$ cat src/rtl/lpmc_pkg.sv
// Package for the low-power DDR mode configuration block.
// Assumes a single command clock.
package lpmc_pkg;
  localparam int ADDR_W        = 13;
  localparam int COL_W         = 9;
  localparam int BL_LSB        = 0;
  localparam int BT_BIT        = 3;
  localparam int CL_LSB        = 4;
  localparam int PAR_LSB       = 0;
  localparam int TRS_LSB       = 3;
  localparam int DRV_LSB       = 5;
  localparam logic [2:0] BL2   = 3'h1;
  localparam logic [2:0] BL4   = 3'h2;
  localparam logic [2:0] BL8   = 3'h3;
  localparam logic [2:0] BL16  = 3'h4;
  localparam logic [2:0] CL2   = 3'h2;
  localparam logic [2:0] CL3   = 3'h3;
  localparam logic [2:0] PAR_FULL    = 3'h0;
  localparam logic [2:0] PAR_HALF    = 3'h1;
  localparam logic [2:0] PAR_QUARTER = 3'h2;
  localparam logic [2:0] PAR_EIGHTH  = 3'h5;
  localparam logic [2:0] PAR_SIXTEEN = 3'h6;
  localparam logic [2:0] DRV_FULL    = 3'h0;
  localparam logic [2:0] DRV_HALF    = 3'h1;
  localparam logic [2:0] DRV_QUARTER = 3'h2;
  localparam logic [2:0] DRV_THREEQ  = 3'h4;
  localparam logic [1:0] BANK_BASE   = 2'h0;
  localparam logic [1:0] BANK_EXT    = 2'h2;
  localparam logic [ADDR_W-1:0] REG_UNDEF = 13'h0000;

  typedef struct packed {
    logic       burstType;
    logic [2:0] latency;
    logic [2:0] burstLen;
  } lpmc_base_s;

  typedef struct packed {
    logic [2:0] driveStrength;
    logic [1:0] tempRefresh;
    logic [2:0] partialArray;
  } lpmc_ext_s;

  typedef struct packed {
    logic             valid;
    logic             isWrite;
    logic [COL_W-1:0] col;
  } lpmc_col_s;
endpackage

$ cat src/rtl/lpmc_delay_line.sv
// Fixed-depth shift line that times the first read beat.
// Assumes one clock and a synchronous active-low reset.
`timescale 1ns/1ps
module lpmc_delay_line #(
  parameter int DEPTH = 3
) (
  input  wire logic             clk,
  input  wire logic             reset_n,
  input  wire logic             pulseIn,
  input  wire logic [1:0]       tapSel,
  output logic                  pulseOut
);
  logic [DEPTH-1:0] stage_r;

  always_ff @(posedge clk) begin
    if (!reset_n) begin
      stage_r <= '0;
    end else begin
      stage_r <= {stage_r[DEPTH-2:0], pulseIn};
    end
  end

  // Registered tap keeps the output glitch free
  always_ff @(posedge clk) begin
    if (!reset_n) begin
      pulseOut <= 1'b0;
    end else begin
      pulseOut <= (tapSel == 2'h1) ? stage_r[0] : stage_r[1];
    end
  end
endmodule

$ cat src/rtl/lpmc_mode_config.sv
// Mode configuration and burst column ordering of a low-power DDR memory.
// Assumes commands are decoded upstream and sampled on the rising clk.
// Operation
// - Base mode load with both bank bits low
// - Base bits 0-2 select burst length
// - Base bit 3 selects sequential or interleaved
// - Base bits 4-6 select read latency
// - First read data after latency cycles
// - Extended load with high bank bit set and low bank bit clear
// - Extended fields: partial, temperature, drive strength
// - Partial refresh limits retained array portion
// - Refresh settings act only in self-refresh
// - Internal compensation ignores temperature bits
// - Drive field selects full, half, quarter, three-quarter
// - Upper column bits select aligned burst block
// - Burst wraps inside its block
// - Sequential adds, interleaved XORs beat index
// - Burst length same for reads and writes
// - Mode loads sampled on rising clock edge
`timescale 1ns/1ps
module lpmc_mode_config #(
  parameter bit INTERNAL_TEMP = 1'b0,
  parameter bit HAS_BL16      = 1'b1
) (
  input  wire logic                          clk,
  input  wire logic                          reset_n,
  input  wire logic                          modeLoad,
  input  wire logic [1:0]                    bankSelect,
  input  wire logic [lpmc_pkg::ADDR_W-1:0]   addr,
  input  wire logic                          deepSleep,
  input  wire logic                          selfRefresh,
  input  wire logic                          readCmd,
  input  wire logic                          writeCmd,
  input  wire logic [lpmc_pkg::COL_W-1:0]    startCol,
  output lpmc_pkg::lpmc_base_s               baseCfg,
  output lpmc_pkg::lpmc_ext_s                extCfg,
  output logic                               cfgValid,
  output logic [2:0]                         activePartial,
  output logic [1:0]                         activeTemp,
  output logic [4:0]                         burstBeats,
  output lpmc_pkg::lpmc_col_s                colOut,
  output logic                               firstReadData
);
  typedef enum {ST_IDLE, ST_BURST} lpmc_state_e;

  lpmc_state_e                    state_r;
  lpmc_state_e                    state_nxt;
  logic [lpmc_pkg::ADDR_W-1:0]    base_r;
  logic [lpmc_pkg::ADDR_W-1:0]    ext_r;
  logic                           baseOk_r;
  logic                           extOk_r;
  logic [3:0]                     beat_r;
  logic [3:0]                     beat_nxt;
  logic [3:0]                     offset_r;
  logic [lpmc_pkg::COL_W-1:0]     block_r;
  logic [3:0]                     mask_r;
  logic                           inter_r;
  logic                           isWr_r;
  logic                           loadBase;
  logic                           loadExt;
  logic [3:0]                     curMask;
  logic [3:0]                     ordered;
  logic                           startBurst;
  logic                           lastBeat;
  logic [1:0]                     extTemp;
  logic [1:0]                     latTap;

  // Beat mask from a length code; unknown codes fall back to two beats
  function automatic logic [3:0] lenMask(input logic [2:0] code);
    logic [3:0] m;
    m = 4'h1;
    if (code == lpmc_pkg::BL4) m = 4'h3;
    if (code == lpmc_pkg::BL8) m = 4'h7;
    if (code == lpmc_pkg::BL16 && HAS_BL16) m = 4'hf;
    return m;
  endfunction

  // Column within block for a given beat
  function automatic logic [3:0] beatCol(input logic [3:0] off,
                                         input logic [3:0] beat,
                                         input logic [3:0] m,
                                         input logic       inter);
    logic [3:0] s;
    s = inter ? (off ^ beat) : 4'(off + beat);
    return s & m;
  endfunction

  // Load decode on the sampled rising edge
  assign loadBase = modeLoad && bankSelect == lpmc_pkg::BANK_BASE;
  assign loadExt  = modeLoad && bankSelect == lpmc_pkg::BANK_EXT;
  // Bank code 01 matches neither decode and is dropped

  // Internal compensation keeps the stored temperature field untouched
  assign extTemp = INTERNAL_TEMP ? ext_r[lpmc_pkg::TRS_LSB +: 2]
                                 : addr[lpmc_pkg::TRS_LSB +: 2];

  always_ff @(posedge clk) begin
    if (!reset_n || deepSleep) begin
      base_r   <= lpmc_pkg::REG_UNDEF;
      baseOk_r <= 1'b0;
    end else if (loadBase) begin
      base_r   <= addr;
      baseOk_r <= 1'b1;
    end
  end

  always_ff @(posedge clk) begin
    if (!reset_n || deepSleep) begin
      ext_r   <= lpmc_pkg::REG_UNDEF;
      extOk_r <= 1'b0;
    end else if (loadExt) begin
      ext_r   <= {addr[12:5], extTemp, addr[2:0]};
      extOk_r <= 1'b1;
    end
  end

  // Field split of both registers
  assign baseCfg.burstLen  = base_r[lpmc_pkg::BL_LSB +: 3];
  assign baseCfg.burstType = base_r[lpmc_pkg::BT_BIT];
  assign baseCfg.latency   = base_r[lpmc_pkg::CL_LSB +: 3];
  assign extCfg.partialArray  = ext_r[lpmc_pkg::PAR_LSB +: 3];
  assign extCfg.tempRefresh   = ext_r[lpmc_pkg::TRS_LSB +: 2];
  assign extCfg.driveStrength = ext_r[lpmc_pkg::DRV_LSB +: 3];
  assign cfgValid = baseOk_r && extOk_r;

  // Refresh settings reach the array only in self-refresh
  assign activePartial = selfRefresh ? extCfg.partialArray
                                     : lpmc_pkg::PAR_FULL;
  assign activeTemp    = selfRefresh ? extCfg.tempRefresh : 2'h0;

  assign curMask    = lenMask(baseCfg.burstLen);
  assign burstBeats = 5'(curMask) + 5'h1;

  // Burst walker; same length for reads and writes
  assign startBurst = readCmd || writeCmd;
  assign lastBeat   = beat_r == mask_r;
  assign ordered    = beatCol(offset_r, beat_r, mask_r, inter_r);

  always_comb begin
    state_nxt = state_r;
    beat_nxt  = beat_r;
    unique case (state_r)
      ST_IDLE: begin
        beat_nxt = 4'h0;
        if (startBurst) state_nxt = ST_BURST;
      end
      ST_BURST: begin
        beat_nxt = 4'(beat_r + 4'h1);
        if (lastBeat && !startBurst) begin
          state_nxt = ST_IDLE;
        end
        if (lastBeat) beat_nxt = 4'h0;
      end
    endcase
  end

  always_ff @(posedge clk) begin
    if (!reset_n) begin
      state_r <= ST_IDLE;
      beat_r  <= 4'h0;
    end else begin
      state_r <= state_nxt;
      beat_r  <= beat_nxt;
    end
  end

  // A new command is only taken at the end of a burst or while idle
  always_ff @(posedge clk) begin
    if (!reset_n) begin
      offset_r <= 4'h0;
      block_r  <= '0;
      mask_r   <= 4'h1;
      inter_r  <= 1'b0;
      isWr_r   <= 1'b0;
    end else if (startBurst && (state_r == ST_IDLE || lastBeat)) begin
      mask_r   <= curMask;
      offset_r <= startCol[3:0] & curMask;
      block_r  <= startCol & ~{{(lpmc_pkg::COL_W-4){1'b0}}, curMask};
      inter_r  <= baseCfg.burstType;
      isWr_r   <= writeCmd;
    end
  end

  always_ff @(posedge clk) begin
    if (!reset_n) begin
      colOut <= '0;
    end else begin
      colOut.valid   <= state_r == ST_BURST;
      colOut.isWrite <= isWr_r;
      colOut.col     <= block_r
                        | {{(lpmc_pkg::COL_W-4){1'b0}}, ordered};
    end
  end

  // Read latency timing: pulse after latency cycles
  // Undefined latency codes take the recommended three cycles
  assign latTap = (baseCfg.latency == lpmc_pkg::CL2) ? 2'h1 : 2'h2;

  // Two stages cover both taps, so no stage is left unread
  lpmc_delay_line #(
    .DEPTH (2)
  ) uDelay (
    .clk      (clk),
    .reset_n  (reset_n),
    .pulseIn  (readCmd),
    .tapSel   (latTap),
    .pulseOut (firstReadData)
  );
endmodule

$ cat config.mk
export PLATFORM = sky130hd
export DESIGN_NAME = lpmc_mode_config
export DESIGN_NICKNAME = d
export VERILOG_FILES = /design/src/rtl/lpmc_pkg.sv /design/src/rtl/lpmc_delay_line.sv /design/src/rtl/lpmc_mode_config.sv
export SDC_FILE = /design/constraint.sdc
export NUM_CORES = 1
export LEC_CHECK = 0
export ABC_AREA = 0
export ABC_CLOCK_PERIOD_IN_PS = 1600
export BUFFER_PORTS_ARGS = -buffer_cell sky130_fd_sc_hd__buf_4
export CAP_MARGIN = 20
export CELL_PAD_IN_SITES_DETAIL_PLACEMENT = 0
export CELL_PAD_IN_SITES_GLOBAL_PLACEMENT = 2
export CORE_MARGIN = 1
export CORE_UTILIZATION = 26
export CTS_CLUSTER_DIAMETER = 30
export DETAILED_ROUTE_END_ITERATION = 7
export PLACE_DENSITY_LB_ADDON = 0.2
export SLEW_MARGIN = 20
export SYNTH_ARGS = -nofsm -noshare
export SYNTH_HDL_FRONTEND = slang
export SYNTH_SLANG_ARGS = --single-unit
$ cat constraint.sdc
create_clock -name clk -period 1.6 [get_ports clk]
set_input_delay 0.32 -clock clk [delete_from_list [all_inputs] [get_ports clk]]
set_output_delay 0.32 -clock clk [all_outputs]
set_load 0.1 [all_outputs]
-- Word-level counts from Yosys, hierarchy flattened
Cells that the tools add are included.
- mux-type cells: 13
- reductions and logical operators: 14
- bitwise gates (word level): 6
- add/sub/neg operators: 3
- equality and inequality tests: 11
- operator list (kind ; count):
    zero test 32 bit ; 2
    2-to-1 mux 32 bit ; 2
    one-hot mux 32 bit (2 select lines) ; 1
    == test 32 x 1 -> 1 bit (second input constant) ; 1
    == test 32 x 2 -> 1 bit (second input constant) ; 1
    2-to-1 mux 4 bit ; 4
    AND 9 bit ; 1
    == test 3 x 2 -> 1 bit (second input constant) ; 3
    NOT 4 -> 9 bit ; 1
    bitwise OR 9 x 4 -> 9 bit ; 1
    AND 4 bit ; 2
    one-hot mux 4 bit (2 select lines) ; 1
    2-to-1 mux 2 bit ; 3
    adder 4 x 1 -> 5 bit (second input constant) ; 1
    logical AND 1 bit ; 5
    adder 4 x 1 -> 4 bit (second input constant) ; 1
    adder 4 bit ; 1
    == test 4 bit ; 1
    != test 2 bit (second input constant) ; 2
    XOR 4 bit ; 1
    == test 3 bit (second input constant) ; 1
    logical OR 1 bit ; 3
    2-to-1 mux 3 bit ; 1
    == test 2 x 1 -> 1 bit (second input constant) ; 1
    other kinds (5) ; 6
- register bits after elaboration: 86
- output and inout bits: 38
- word-level logic and storage cells: 63
- input port bits: 31

-- Logic depth before layout (Yosys ltp)
Gate-level depths: netlist of run 1.
- depth after elaboration: 6
- mapped depth: 6
- gate-level depth less buffers: 6

-- Modules after synthesis
From an unflattened synthesis of run 1, not the netlist that was laid out.
- cell total of the unflattened synthesis: 221
- area total of the unflattened synthesis: 2132.0 um^2
- by module, submodules not included (module ; times used ; cells each ; area an instance (um^2)):
    lpmc_mode_config ; 1 ; 212 ; 2030.7
    lpmc_delay_line ; 1 ; 9 ; 101.3

-- Worst setup path after synthesis of run 1
Ideal clock, no wire load.
- kind: register -> output
- start: register base_r[1] (netlist bit)
- end: output burstBeats[2]
- path slack: -1380 ps
- path buffers: 0
- cell stages (with the launch flop): 3
- arrival time: 2660 ps
- required time: 1280 ps
- cells stage by stage: dfxtp_1 nor2b_1 nor2b_1
- cells in the longest elaborated chain, start to end: 5
- elaborated cells between the ends (all ways): 7
- classes of those cells: add/sub (1); eq/ne (3); mux (3)
- ends and longest elaborated chain (item ; line ; source):
    start: declaration ; lpmc_mode_config.sv:48 ; logic [lpmc_pkg::ADDR_W-1:0] base_r;
    start signal: assignment ; lpmc_mode_config.sv:99 ; base_r <= lpmc_pkg::REG_UNDEF;
    start signal: assignment ; lpmc_mode_config.sv:102 ; base_r <= addr;
    == test 3 x 2 -> 1 bit ; lpmc_mode_config.sv:72 ; if (code == lpmc_pkg::BL4) m = 4'h3;
    2-to-1 mux 2 bit ; lpmc_mode_config.sv:72 ;
    2-to-1 mux 4 bit ; lpmc_mode_config.sv:73 ; if (code == lpmc_pkg::BL8) m = 4'h7;
    2-to-1 mux 4 bit (*) ; lpmc_mode_config.sv:74 ; if (code == lpmc_pkg::BL16 && HAS_BL16) m = 4'hf;
    adder 4 x 1 -> 5 bit (*) ; lpmc_mode_config.sv:132 ; assign burstBeats = 5'(curMask) + 5'h1;
    end: declaration ; lpmc_mode_config.sv:40 ; output logic [4:0] burstBeats,
Mark *: on every way between the ends. The rest lies on a longest branch, timed or not.

-- Worst setup path after layout of run 1
- start: register base_r[2] (netlist bit)
- end: output burstBeats[1]
The elaborated chain is that of the path after synthesis.

==> out/results.txt, run 1 <==
The detailed router placed 1698 vias in this run. The run finished, with violations left. The number of slew-limit violations in the final report was 0. The flip-flop and latch count after synthesis was 53.

The final critical path takes up 103% of the cycle. After floorplanning, the core was divided into 32 placement rows. Summing internal, switching and leakage power gives 2580 uW. The startpoint identified for the worst register-to-register timing path is beat_r[0]. The share of the Yosys chip area taken by registers is 50.0%. Walking the worst path, the cells encountered are nor3b_4, or2_4, clkinvlp_4, buf_12.

The first TritonRoute pass finished after 4 iterations. The post-route netlist has 38.2% of its cells at a drive strength greater than 1. In this run the critical register-to-register path is captured at colOut[1]. The slowest stage cell on the critical path is sky130_fd_sc_hd__dfxtp_4. Root buffer cell: sky130_fd_sc_hd__clkbuf_8. The critical path required time was 1.28 ns.

The detailed-placement wirelength estimate is 3440 um. The clock slew at the register clock pins of the worst setup and hold paths was 0.09 ns; the number of global-route vias before repair was 1638. The dominant cell by count in the synthesized netlist is sky130_fd_sc_hd__dfxtp_1. The power density over the cells works out to 874 nW/um^2.

The number of warnings reported in the yosys synthesis log is 0, and the synthesis-to-layout area growth is 39.2%. After synthesis the cells add up to 2120 sq um. STA classifies the critical path startpoint as a flop.

The final reports fail on setup timing. Critical path class: reg -> out. Counting every sink on the clock net gives 53.

The number of clock buffers added by TritonCTS is 5. Remaining global-route overflow: 0. In the post-synthesis netlist, the biggest area contributors are sky130_fd_sc_hd__dfxtp_1, sky130_fd_sc_hd__mux2i_1, sky130_fd_sc_hd__and2_1, sky130_fd_sc_hd__o21ai_0, sky130_fd_sc_hd__nor2_1. The number of nets in the synthesized netlist is 255.

The buffer depth of the longest clock path was 2; the largest stage delay on the critical path was 0.37 ns. The finished layout holds 395 standard cells, fillers aside. The worst register-to-register path has a depth of 5. In the synthesized netlist the dominant register cell turns out to be sky130_fd_sc_hd__dfxtp_1. In this run the biggest area consumer among cell types represents 50.0% of the synthesized area.

Max-cap violations in this run came to 0. For the final routed database, the setup TNS stands at -0.0480 ns. The critical path contains buffers and inverters numbering 2 combined. For hold timing, the worst endpoint is offset_r[0].

The antenna violation net count after detailed routing came out at 0. Setup repair after global routing could not meet its margin everywhere. Worst-case setup margin in the final layout: -0.0480 ns.

Once placement completed, the tool counted placed cells totaling 381. The tools report the hold violation total from the final report as 0. The width of the die came out at 92.4 um. Measured along the y axis, the die boundary spans 92.4 um. The post-route minimum period was 1.65 ns.

The total I/O pin count was 69. The tools report the highest achievable clock rate as 607 MHz. The routed wirelength normalized by instance count works out to 12.1 um. The antenna cell count is 0, and the DRC violation count after routing is 0.

The first global-routing pass estimated 7800 um of wire. Number of port buffers: 62. In this run the most critical hold path is launched from startCol[0]. Of all nets on the critical path, the largest fanout is 3. The cell family contributing the most delay on the critical path is simple AND/OR/NAND/NOR gates.

The run gives 0.418 mV as the peak supply drop. Data on the critical path arrives at its endpoint at 1.33 ns. The initial utilization of the core area, before any placement, comes to 27.2%. The type of the most critical hold path was in -> reg.

The kind of capture point of the worst setup path is a primary output. At the end of the flow, the number of nets in the layout was 328. The tools report the final setup violation count as 1. The cell count after synthesis came out at 219.

After detailed routing, the total wire length is 4780 um. Across all register-to-register paths, the minimum setup slack is 0.09 ns. The run gives 0 as the initial antenna violation count.

Between clock sinks in the finished design, the worst skew comes to 0.00605 ns. The floorplan step defined a core boundary enclosing 7810 sq um. The post-detailed-route via-to-cell ratio is 4.30.

Overall global routing resource usage: 11.7%. The latest clock arrival within the worst-skew pair was 0.30 ns. In this run, synthesis inferred 0 flip-flops with an integrated enable. TritonCTS built the clock tree. A synthesized cell averages 9.70 sq um. The run gives 2 as the CTS H-tree depth. The number of design-rule violations left by the first detailed-router iteration came out at 15.

The tools report the area enclosed by the die boundary as 8530 sq um. Summed over all instances, the cell type with the most area after synthesis is sky130_fd_sc_hd__dfxtp_1. In the synthesized netlist the async set-or-reset flop fraction comes to 0%. Entering global routing, the biggest net connects 33 pins. In the synthesized netlist, the cells that appear most often are sky130_fd_sc_hd__dfxtp_1, sky130_fd_sc_hd__nor2_1, sky130_fd_sc_hd__nand2_1. At the end of routability-driven placement, the weighted congestion stood at 0.720. The worst hold path passes through 3 cells.

Summed over all cells, the static leakage comes to 0.00135 uW. Yosys mapped the design onto 39 distinct sky130hd cell types.
## through the flow
stage / cell area, sq um / util (%) / setup WS, ns / hold WS [ns]
after floorplan: 2180 / - / -0.220 / 0.400
after global placement: 2760 / 35.3 / 0.0690 / 0.417
after detailed placement: 2760 / 35.3 / 0.0641 / 0.419
after CTS: 2920 / 37.4 / -0.0719 / 0.226
after global routing: 2960 / 37.9 / -0.0943 / 0.228
final: 2960 / 37.9 / -0.0480 / 0.232
## timing repair
item	in CTS	in global routing
gates cloned	0	0
hold buffers	0	0
buffers inserted	4	2
endpoints found under the setup margin	4	22
gates resized for setup	12	7
hold endpoints to repair	0	0
pin swaps	1	1
## cell usage in the layout (no fill, tap or decap), types with 2 or more instances in the layout
cell / instances
sky130_fd_sc_hd__clkinv_2: 2
sky130_fd_sc_hd__xnor2_1: 3
sky130_fd_sc_hd__nor2b_1: 3
sky130_fd_sc_hd__clkbuf_8: 5
sky130_fd_sc_hd__xor2_1: 4
sky130_fd_sc_hd__mux2i_1: 16
sky130_fd_sc_hd__nand2b_1: 2
sky130_fd_sc_hd__inv_1: 7
sky130_fd_sc_hd__a21oi_1: 5
sky130_fd_sc_hd__nor3b_1: 2
sky130_fd_sc_hd__nand3_1: 11
sky130_fd_sc_hd__o21ai_0: 15
sky130_fd_sc_hd__nor2b_4: 2
sky130_fd_sc_hd__dfxtp_1: 43
sky130_fd_sc_hd__and2_2: 5
sky130_fd_sc_hd__dfxtp_2: 7
sky130_fd_sc_hd__buf_4: 73
sky130_fd_sc_hd__nand4_1: 5
sky130_fd_sc_hd__dfxtp_4: 3
sky130_fd_sc_hd__buf_12: 4
sky130_fd_sc_hd__buf_6: 3
sky130_fd_sc_hd__nor2_1: 20
sky130_fd_sc_hd__a21o_1: 2
sky130_fd_sc_hd__ha_1: 3
sky130_fd_sc_hd__nand2_1: 18
sky130_fd_sc_hd__and2_1: 7
## state kept, by name (all words and copies together) (netlist names)
| signal | count |
|---|---|
| uDelay.stage_r | 2 |
| ext_r | 8 |
| isWr_r | 1 |
| base_r | 7 |
| offset_r | 4 |
| extOk_r | 1 |
| uDelay.pulseOut | 1 |
| inter_r | 1 |
| state_r | 1 |
| beat_r | 4 |
| colOut | 11 |
| mask_r | 3 |
| baseOk_r | 1 |
| block_r | 8 |
## worst reg2reg max path, cell delays in order (launching register included)
cell,delay [ns]
sky130_fd_sc_hd__dfxtp_1,0.35
sky130_fd_sc_hd__ha_2,0.20
sky130_fd_sc_hd__fa_1,0.40
sky130_fd_sc_hd__mux2_2,0.27
sky130_fd_sc_hd__a21oi_1,0.14
sky130_fd_sc_hd__nor2b_1,0.05
## final cells by class
cell class                      instances  area (sq um)
Clock inverter                          2          10.0
Clock buffer                            6          72.6
Fill cell                             826          4850
Inverter                                8          33.8
Timing Repair Buffer                   80           662
Multi-Input combinational cell        144           970
Tap cell                              102           128
Sequential cell                        53          1080
## power breakdown
group	internal [uW]	leakage [uW]	switching, uW
Combinational	148	0.000866	304
Clock	305	0.0000450	441
Sequential	1360	0.000438	20.8
## worst max path at each step
stage / endpoint / startpoint / cells after the start
2_1_floorplan: block_r[1] / base_r[2] / 5
3_3_place_gp: colOut[1] / beat_r[0] / 5
3_5_place_dp: colOut[1] / beat_r[0] / 5
4_1_cts: burstBeats[1] / base_r[2] / 4
5_1_grt: burstBeats[1] / base_r[2] / 4
6_report: burstBeats[1] / base_r[2] / 4
## cells by family after synthesis
family	Yosys count	share of synthesized area (%)
compound gates	31	9.66
xor+xnor	7	2.89
fa+ha+maj	5	3.30
buf+inv	22	6.25
flops	53	50.0
mux	17	8.07
other cells	1	0.177
simple gates	83	19.7
## per-layer routing
layer  up-vias  routed length, um  part of all wire (%)  track usage, %
li1        874                  -                     -               -
met1       780               2360                    49            15.5
met2        37               2130                    45            18.3
met3         7                225                   4.7            3.04
met4         0                 69                   1.4            4.30
met5         -                  0                     0               0
Power figures use the tool's default switching activity.
==> run 2, diff against run 1 <==
--- a/config.mk
+++ b/config.mk
@@ -19,4 +19,5 @@
 export SLEW_MARGIN = 20
 export SYNTH_ARGS = -nofsm -noshare
 export SYNTH_HDL_FRONTEND = slang
+export SYNTH_HIERARCHICAL = 1
 export SYNTH_SLANG_ARGS = --single-unit
==> out/results.txt, run 2 <==
The switching fraction of total power works out to 27.1% (-2.5 points). The starting utilization of the core area came out at 27.2% (about the same). The worst setup path is of the reg -> out kind. The number of slew-limit violations in the final report was 0 (unchanged); the row count was 32 (unchanged). The logs give 395 (unchanged) for the number of cells in the finished layout apart from fillers and 2770 sq um (+0.32%) for the total placed instance area.

The largest net degree at the start of global routing came out at 44 (+33%). Antenna violation net count after detailed routing: 0 (unchanged). The area fraction in and, or, nand and nor cells after synthesis works out to 20.1% (+0.39 points). The tools report the kind of start point of the critical path as a flop.

Root buffer cell: sky130_fd_sc_hd__clkbuf_8. For the first-pass iteration count of the detailed router, the log shows 4 (unchanged). After synthesis, the largest family of logic cells by area is simple AND/OR/NAND/NOR gates. The area share of the largest cell type after synthesis works out to 49.8% (-0.21 points). The largest fanout of any net on the critical path was 3 (unchanged). The flow ran to the end, but the final reports show violations. Most common cell after layout, fill and taps aside: sky130_fd_sc_hd__buf_4. The worst hold path belongs to the class in -> reg. The tools report the gate count of the mapped netlist as 221 (+0.91%). TritonCTS built the clock tree. The final setup violation count is 2 (+1), and the synthesis-to-layout area growth is 40.1%.

The run gives 381 (unchanged) as the cell count after placement. The share of synthesized flip-flops with an asynchronous set or reset is 0% (unchanged). Leaving out fill and tap cells, the most frequent cells in the layout are sky130_fd_sc_hd__buf_4, sky130_fd_sc_hd__dfxtp_1, sky130_fd_sc_hd__nor2_1, sky130_fd_sc_hd__nand2_1, sky130_fd_sc_hd__mux2i_1.

The number of port buffers came out at 62 (unchanged). The utilization after layout was 38.1% (+0.21 points); the total I/O pin count was 69 (unchanged). The static power due to leakage is 0.00138 uW (+2.6%).

The number of sinks on the clock net is 53 (unchanged), and the routed wirelength normalized by instance count is 12.0 um (-0.50%). For the met1 usage in global routing, the log shows 15.0% (-0.50 points). The run gives 0.672 (-6.7%) as the routability-driven placement congestion ratio. The xor and xnor fraction of the mapped netlist area was 2.88% (-0.012 points). The tools report the clock network fraction of design power as 33.9% (+5.0 points). The post-route minimum period works out to 1.73 ns (+0.0836 ns). Area enclosed by the die boundary: 8570 sq um (+0.40%). The biggest area consumer among synthesized cells was sky130_fd_sc_hd__dfxtp_1.

Post-detailed-route via-to-cell ratio: 4.27 (-0.77%). The number of global-route vias before repair came out at 1680 (+2.6%). The DRC violation count after routing was 0 (unchanged); the initial antenna violation count was 0 (unchanged). The total number of nets in the final design came out at 328 (unchanged). The run gives 0.228 ns (-0.00375 ns) as the worst hold-check slack. The number of clock buffers inserted by TritonCTS is 5 (unchanged). Sorting the synthesized cells by area gives the leading types as sky130_fd_sc_hd__dfxtp_1, sky130_fd_sc_hd__mux2i_1, sky130_fd_sc_hd__o21ai_0, sky130_fd_sc_hd__and2_1, sky130_fd_sc_hd__nand2_1. The clock slew at the register clock pins of the worst setup and hold paths works out to 0.09 ns (about the same). The checks that failed: setup timing. Counting instances in the post-synthesis netlist gives the leading cell types as sky130_fd_sc_hd__dfxtp_1, sky130_fd_sc_hd__nand2_1, sky130_fd_sc_hd__nor2_1.

Share of synthesized cell area in full adder, half adder and majority cells: 3.29% (-0.014 points). The summed area of non-filler cells in the final layout is 2990 sq um (+1.1%). The power density over the cells works out to 929 nW/um^2 (+6.3%). The core footprint was 7850 sq um (+0.51%). Setup repair after global routing could not meet its margin everywhere. Met3 usage: 3.28% (+0.25 points). The largest registers in the layout are colOut (11), block_r (8), ext_r (8). The count of unique library cells instantiated by Yosys is 41 (+5.1%). The antenna cell count was 0 (unchanged); the hold violation total from the final report was 0 (unchanged).

The logs give 6 (+6) for the number of warnings reported in the yosys synthesis log and -0.132 ns (-0.0836 ns) for the worst-case setup margin in the final layout. The detailed-placement wirelength estimate came out at 3340 um (-2.8%). For the overall global routing resource usage, the log shows 11.8% (+0.10 points).

The vertical die dimension is 92.6 um (+0.20%), and the power spent charging and discharging nets is 753 uW (-1.5%). The internal power of the cells was 2020 uW (+11%); the combined area of all synthesized cells was 2130 sq um (+0.41%). The CTS H-tree depth was 2 (unchanged); the number of enable-type register cells in the synthesized netlist was 0 (unchanged).

The synthesized-area fraction occupied by ao, oa, aoi and oai cells was 9.62% (-0.040 points); the total wirelength of the detailed-routed design was 4760 um (-0.50%). The run gives 7970 um (+2.1%) as the global-route wire length before repair. The run gives 0 (unchanged) as the number of max-capacitance violations reported. In the post-synthesis netlist, the cell with the most instances is sky130_fd_sc_hd__dfxtp_1. In the synthesized netlist the dominant register cell turns out to be sky130_fd_sc_hd__dfxtp_1.

The flip-flop count of the largest register, all copies and words added came out at 11 (unchanged). The tools report the remaining global-route overflow as 0 (unchanged). The arrival time reported for the critical path endpoint is 1.41 ns (+0.08 ns). The mean instance size in the synthesized netlist was 9.65 sq um (-0.50%); the latest clock arrival within the worst-skew pair was 0.30 ns (about the same). The part of the Yosys area used for sequential elements is 49.8% (-0.21 points).

The highest achievable clock rate came out at 578 MHz (-4.8%). Number of design-rule violations left by the first detailed-router iteration: 54 (+39). The peak supply drop is 0.341 mV (-18%), and the synthesized net count is 257 (+0.78%). For the clock skew after layout, the log shows 0.00595 ns (-0.000104 ns).

Share of the clock period used by the worst path: 108% (+5.2 points). The flip-flop and latch count after synthesis is 53 (unchanged), and the width of the die is 92.6 um (+0.20%). The tools report the met2 capacity usage during global routing as 19.3% (+0.93 points). The share of cell area taken by muxes after synthesis works out to 8.04% (-0.033 points). The tools report the buffer depth of the longest clock path as 2 (unchanged).

Most crowded layer after global routing: met2. colOut holds more flip-flops than any other register. The logs give 16.2% (-1.3 points) for the fraction of power consumed by combinational cells and 49.9% (-3.7 points) for the register share of total power.

Critical path required time: 1.28 ns (about the same). The fraction of layout instances using a drive strength above 1 is 38.6% (+0.34 points), and the overall via count from detail_route is 1685 (-0.77%). The tools report the kind of capture point of the worst setup path as a primary output.
run 2: cell types whose count changed in the layout (fill, tap and decap cells not counted), sizes merged:
cell,delta
and2,-1
buf,-3
bufinv,+1
clkbuf,+1
clkinv,-2
inv,+2
nand2,+2
nand2b,+1
nor2b,-1
nor3b,-1
or3b,+1
run 2: path summary, 6_finish.rpt:
kind / start / end / slack, ns / depth (start not counted)
min: startCol[5] / block_r[5] / 0.23 / 3
min reg2reg: block_r[7] / colOut[7] / 0.43 / 2
max reg2reg: offset_r[0] / colOut[1] / 0.08 / 5
max: base_r[1] / burstBeats[1] / -0.13 / 5
run 2: power by group through the flow:
stage	Sequential, uW	Combinational [uW]	Clock (uW)
finish	1390	450	940
global placement	1420	442	0
detailed placement	1420	446	0
global route	1390	481	1040
floorplan	1560	169	0
CTS	1390	452	981
run 2: area by class of cell:
type	count	area (sq um)
fillers	851	4860
flip-flops and latches	53	1080
multi-input cells	145	980
repair buffers	77	639
well taps	102	128
clock buffers	7	86.3
inverters	10	41.3
clock inverters	1	30.0
run 2: cells by family after synthesis:
family	Yosys count
AOI/OAI and AO/OA	31
xor gates and xnor gates	7
adders and majority gates	5
buffers and inverters	23
DFF	53
muxes	17
other	1
and+or+nand+nor	84
run 2: stage by stage:
step,setup slack [ns],setup TNS (ns),total power [uW]
after floorplan,-0.220,-0.520,1730
after global placement,0.0753,0,1860
after detailed placement,0.0553,0,1860
after CTS,-0.146,-0.262,2820
after global routing,-0.171,-0.283,2910
final,-0.132,-0.204,2780
run 2: repair_timing:
item,CTS,global route
hold endpoints to repair,0,0
gates resized for setup,11,6
setup endpoints to repair,4,20
buffers inserted,2,5
hold buffers,0,0
pin swaps,2,2
run 2: worst max-delay path: stages (launching register included):
cell	delay (ns)
sky130_fd_sc_hd__dfxtp_4	0.35
sky130_fd_sc_hd__buf_6	0.11
sky130_fd_sc_hd__nor3b_4	0.18
sky130_fd_sc_hd__or2_4	0.18
sky130_fd_sc_hd__clkinvlp_4	0.10
sky130_fd_sc_hd__buf_12	0.17
run 2: routing by layer:
| layer | up-vias | part of all wire (%) |
|---|---|---|
| met3 | 7 | 4.9 |
| li1 | 877 | - |
| met5 | - | 0 |
| met4 | 0 | 1.2 |
| met1 | 762 | 49 |
| met2 | 39 | 44 |
==> run 3, diff against run 2 <==
--- a/config.mk
+++ b/config.mk
@@ -14,6 +14,7 @@
 export CORE_MARGIN = 1
 export CORE_UTILIZATION = 26
 export CTS_CLUSTER_DIAMETER = 30
+export CTS_CLUSTER_SIZE = 8
 export DETAILED_ROUTE_END_ITERATION = 7
 export PLACE_DENSITY_LB_ADDON = 0.2
 export SLEW_MARGIN = 20
==> constraint.sdc (replaced) <==
create_clock -name clk -period 1.6 [get_ports clk]
set_input_delay 0.24 -clock clk [delete_from_list [all_inputs] [get_ports clk]]
set_output_delay 0.24 -clock clk [all_outputs]
set_load 0.1 [all_outputs]
==> out/results.txt, run 3 (synthesis results as in run 2) <==
For the static power due to leakage, the log shows 0.00137 uW (-0.69%). The hold violation total from the final report is 0 (unchanged), and the largest fanout of any net on the critical path is 5 (+2). For the total power draw, the log shows 2780 uW (+0.25%). The met1 usage in global routing came out at 16.3% (+1.4 points).

In this design, the largest share of critical-path delay is due to simple AND/OR/NAND/NOR gates. The share of the clock period used by the worst path came out at 99.5% (-8.8 points). The number of design-rule violations left by the first detailed-router iteration came out at 53 (-1.9%). The DRC violation count after routing is 0 (unchanged).

The critical path required time is 1.36 ns (+0.08 ns), and the remaining global-route overflow is 0 (unchanged). Among all stages on the critical path, the largest delay is contributed by sky130_fd_sc_hd__dfxtp_4. The register area came out at 1080 sq um (unchanged). Register ranked first by flip-flop count: colOut. For the met2 capacity usage during global routing, the log shows 16.9% (-2.3 points).

The flip-flop count of the largest register, all copies and words added was 11 (unchanged); the number of max-capacitance violations reported was 0 (unchanged). Core footprint: 7850 sq um (unchanged). The run finished with clean final reports. The tools report the area taken by multi-input logic gates as 982 sq um (+0.26%).

Leaving out fill and tap cells, the most frequent cell in the layout is sky130_fd_sc_hd__buf_4. The critical path in this run is classified as reg -> out. The largest registers in the layout are colOut (11), block_r (8), ext_r (8). The total wirelength of the detailed-routed design was 4710 um (-1.1%).

The tools report the antenna cell count as 0 (unchanged). The initial antenna violation count is 0 (unchanged). The global-route wire length before repair was 7790 um (-2.2%); the synthesis-to-layout area growth was 38.9%. The fraction of layout instances using a drive strength above 1 came out at 38.7% (+0.13 points). The post-route minimum period is 1.59 ns (-0.140 ns). The logs give 1571 (-6.5%) for the number of global-route vias before repair and 37.7% (-0.33 points) for the utilization after layout.

The width of the die was 92.6 um (unchanged); the number of slew-limit violations in the final report was 0 (unchanged). The starting utilization of the core area is 27.2% (unchanged). The type of the most critical hold path was in -> reg. Kind of start point of the critical path: a flop. The row count is 32 (unchanged). The antenna violation net count after detailed routing was 0 (unchanged).

The power density over the cells is 939 nW/um^2 (+1.1%), and the total I/O pin count is 69 (unchanged). Worst hold-check slack: 0.147 ns (-0.0812 ns). The largest net degree at the start of global routing was 33 (-25%); the number of buffers inserted for hold repair after clock tree synthesis was 0 (unchanged). The worst setup path is captured at a primary output. The tools report the highest achievable clock rate as 628 MHz (+8.8%). TritonCTS built the clock tree. The tools report the root buffer cell as sky130_fd_sc_hd__clkbuf_8. The vertical die dimension is 92.6 um (unchanged), and the arrival time reported for the critical path endpoint is 1.35 ns (-0.06 ns). First-pass iteration count of the detailed router: 4 (unchanged).

The number of port buffers came out at 62 (unchanged). The final setup violation count came out at 0 (-2). For the peak supply drop, the log shows 0.385 mV (+13%). The detailed-placement wirelength estimate is 3390 um (+1.4%), and the post-detailed-route via-to-cell ratio is 4.27 (about the same). The clock slew at the register clock pins of the worst setup and hold paths is 0.09 ns (about the same), and the buffer depth of the longest clock path is 2 (unchanged). The logs give 0.00419 ns (-0.00176 ns) for the clock skew after layout and 327 (-0.30%) for the total number of nets in the final design.

In the layout the commonest cells are sky130_fd_sc_hd__buf_4, sky130_fd_sc_hd__dfxtp_1, sky130_fd_sc_hd__nor2_1, sky130_fd_sc_hd__nand2_1, sky130_fd_sc_hd__mux2i_1. Number of sinks on the clock net: 53 (unchanged). The final setup TNS was 0 ns (+0.204 ns); the CTS H-tree depth was 2 (unchanged). The number of fill cells in the layout came out at 862 (+1.3%). The latest clock arrival within the worst-skew pair was 0.30 ns (about the same); the largest stage delay on the critical path was 0.37 ns (+0.02 ns).

The overall via count from detail_route is 1682 (-0.18%). For the number of clock buffers inserted by TritonCTS, the log shows 5 (unchanged). The routed wirelength normalized by instance count came out at 11.9 um (-0.82%). The total buffers and inverters traversed by the critical path works out to 2 (-1).

The global routing stage identified its most utilized layer as met2. Setup repair after global routing could not meet its margin everywhere. Overall global routing resource usage: 11.8% (-0.057 points). The run gives 3.94% (+0.66 points) as the met3 usage. The logs give 8570 sq um (unchanged) for the area enclosed by the die boundary and 0.663 (-1.3%) for the routability-driven placement congestion ratio. The signal on the critical path passes through nor2b_4, or2_4, clkinvlp_4, buf_12.
==> run 3: per-stage QoR <==
step	setup WS (ns)	instance area (sq um)	cells
2_1_floorplan	-0.220	2180	221
3_3_place_gp	0.0715	2770	382
3_5_place_dp	0.0508	2770	382
4_1_cts	-0.0261	2920	391
5_1_grt	-0.0729	2960	394
6_report	0.00849	2960	394
==> run 3: timing repair <==
item | in CTS | in global routing
resized for setup | 6 | 7
pin swaps | 1 | 1
buffers inserted | 1 | 3
endpoints found under the setup margin | 4 | 17
gates cloned | 0 | 0
==> run 3: worst register-to-register path, delay by kind of cell, from the launching register on <==
| family | cells | cell delay [ns] |
|---|---|---|
| mux | 1 | 0.28 |
| flops | 1 | 0.33 |
| compound gates | 1 | 0.13 |
| simple gates | 1 | 0.05 |
| fa+ha+maj | 2 | 0.63 |
==> run 3: layout make-up <==
type | count | share of cell area [%]
clock buffers | 7 | 2.92
clock inverters | 1 | 1.01
inverters | 10 | 1.39
multi-input cells | 145 | 33.2
flip-flops and latches | 53 | 36.6
well taps | 102 | 4.31
repair buffers | 76 | 20.6
==> run 3: worst paths after layout <==
path	start	cells after the start	slack, ns	end
max	base_r[1]	4	0.008	burstBeats[1]
min	startCol[5]	3	0.15	block_r[5]
max reg2reg	beat_r[0]	5	0.08	colOut[1]
min reg2reg	block_r[7]	2	0.44	colOut[7]
==> run 3: routing by layer <==
| layer | wire length [um] | vias to the layer above |
|---|---|---|
| li1 | - | 879 |
| met1 | 2390 | 763 |
| met2 | 1980 | 35 |
| met3 | 273 | 5 |
| met4 | 63 | 0 |
| met5 | 0 | - |
==> run 3: report_power, final <==
group	total [uW]	internal (uW)	switching (uW)	leakage, uW
logic	447	145	302	0.000878
clock network	949	511	438	0.0000585
registers	1390	1370	21.2	0.000439
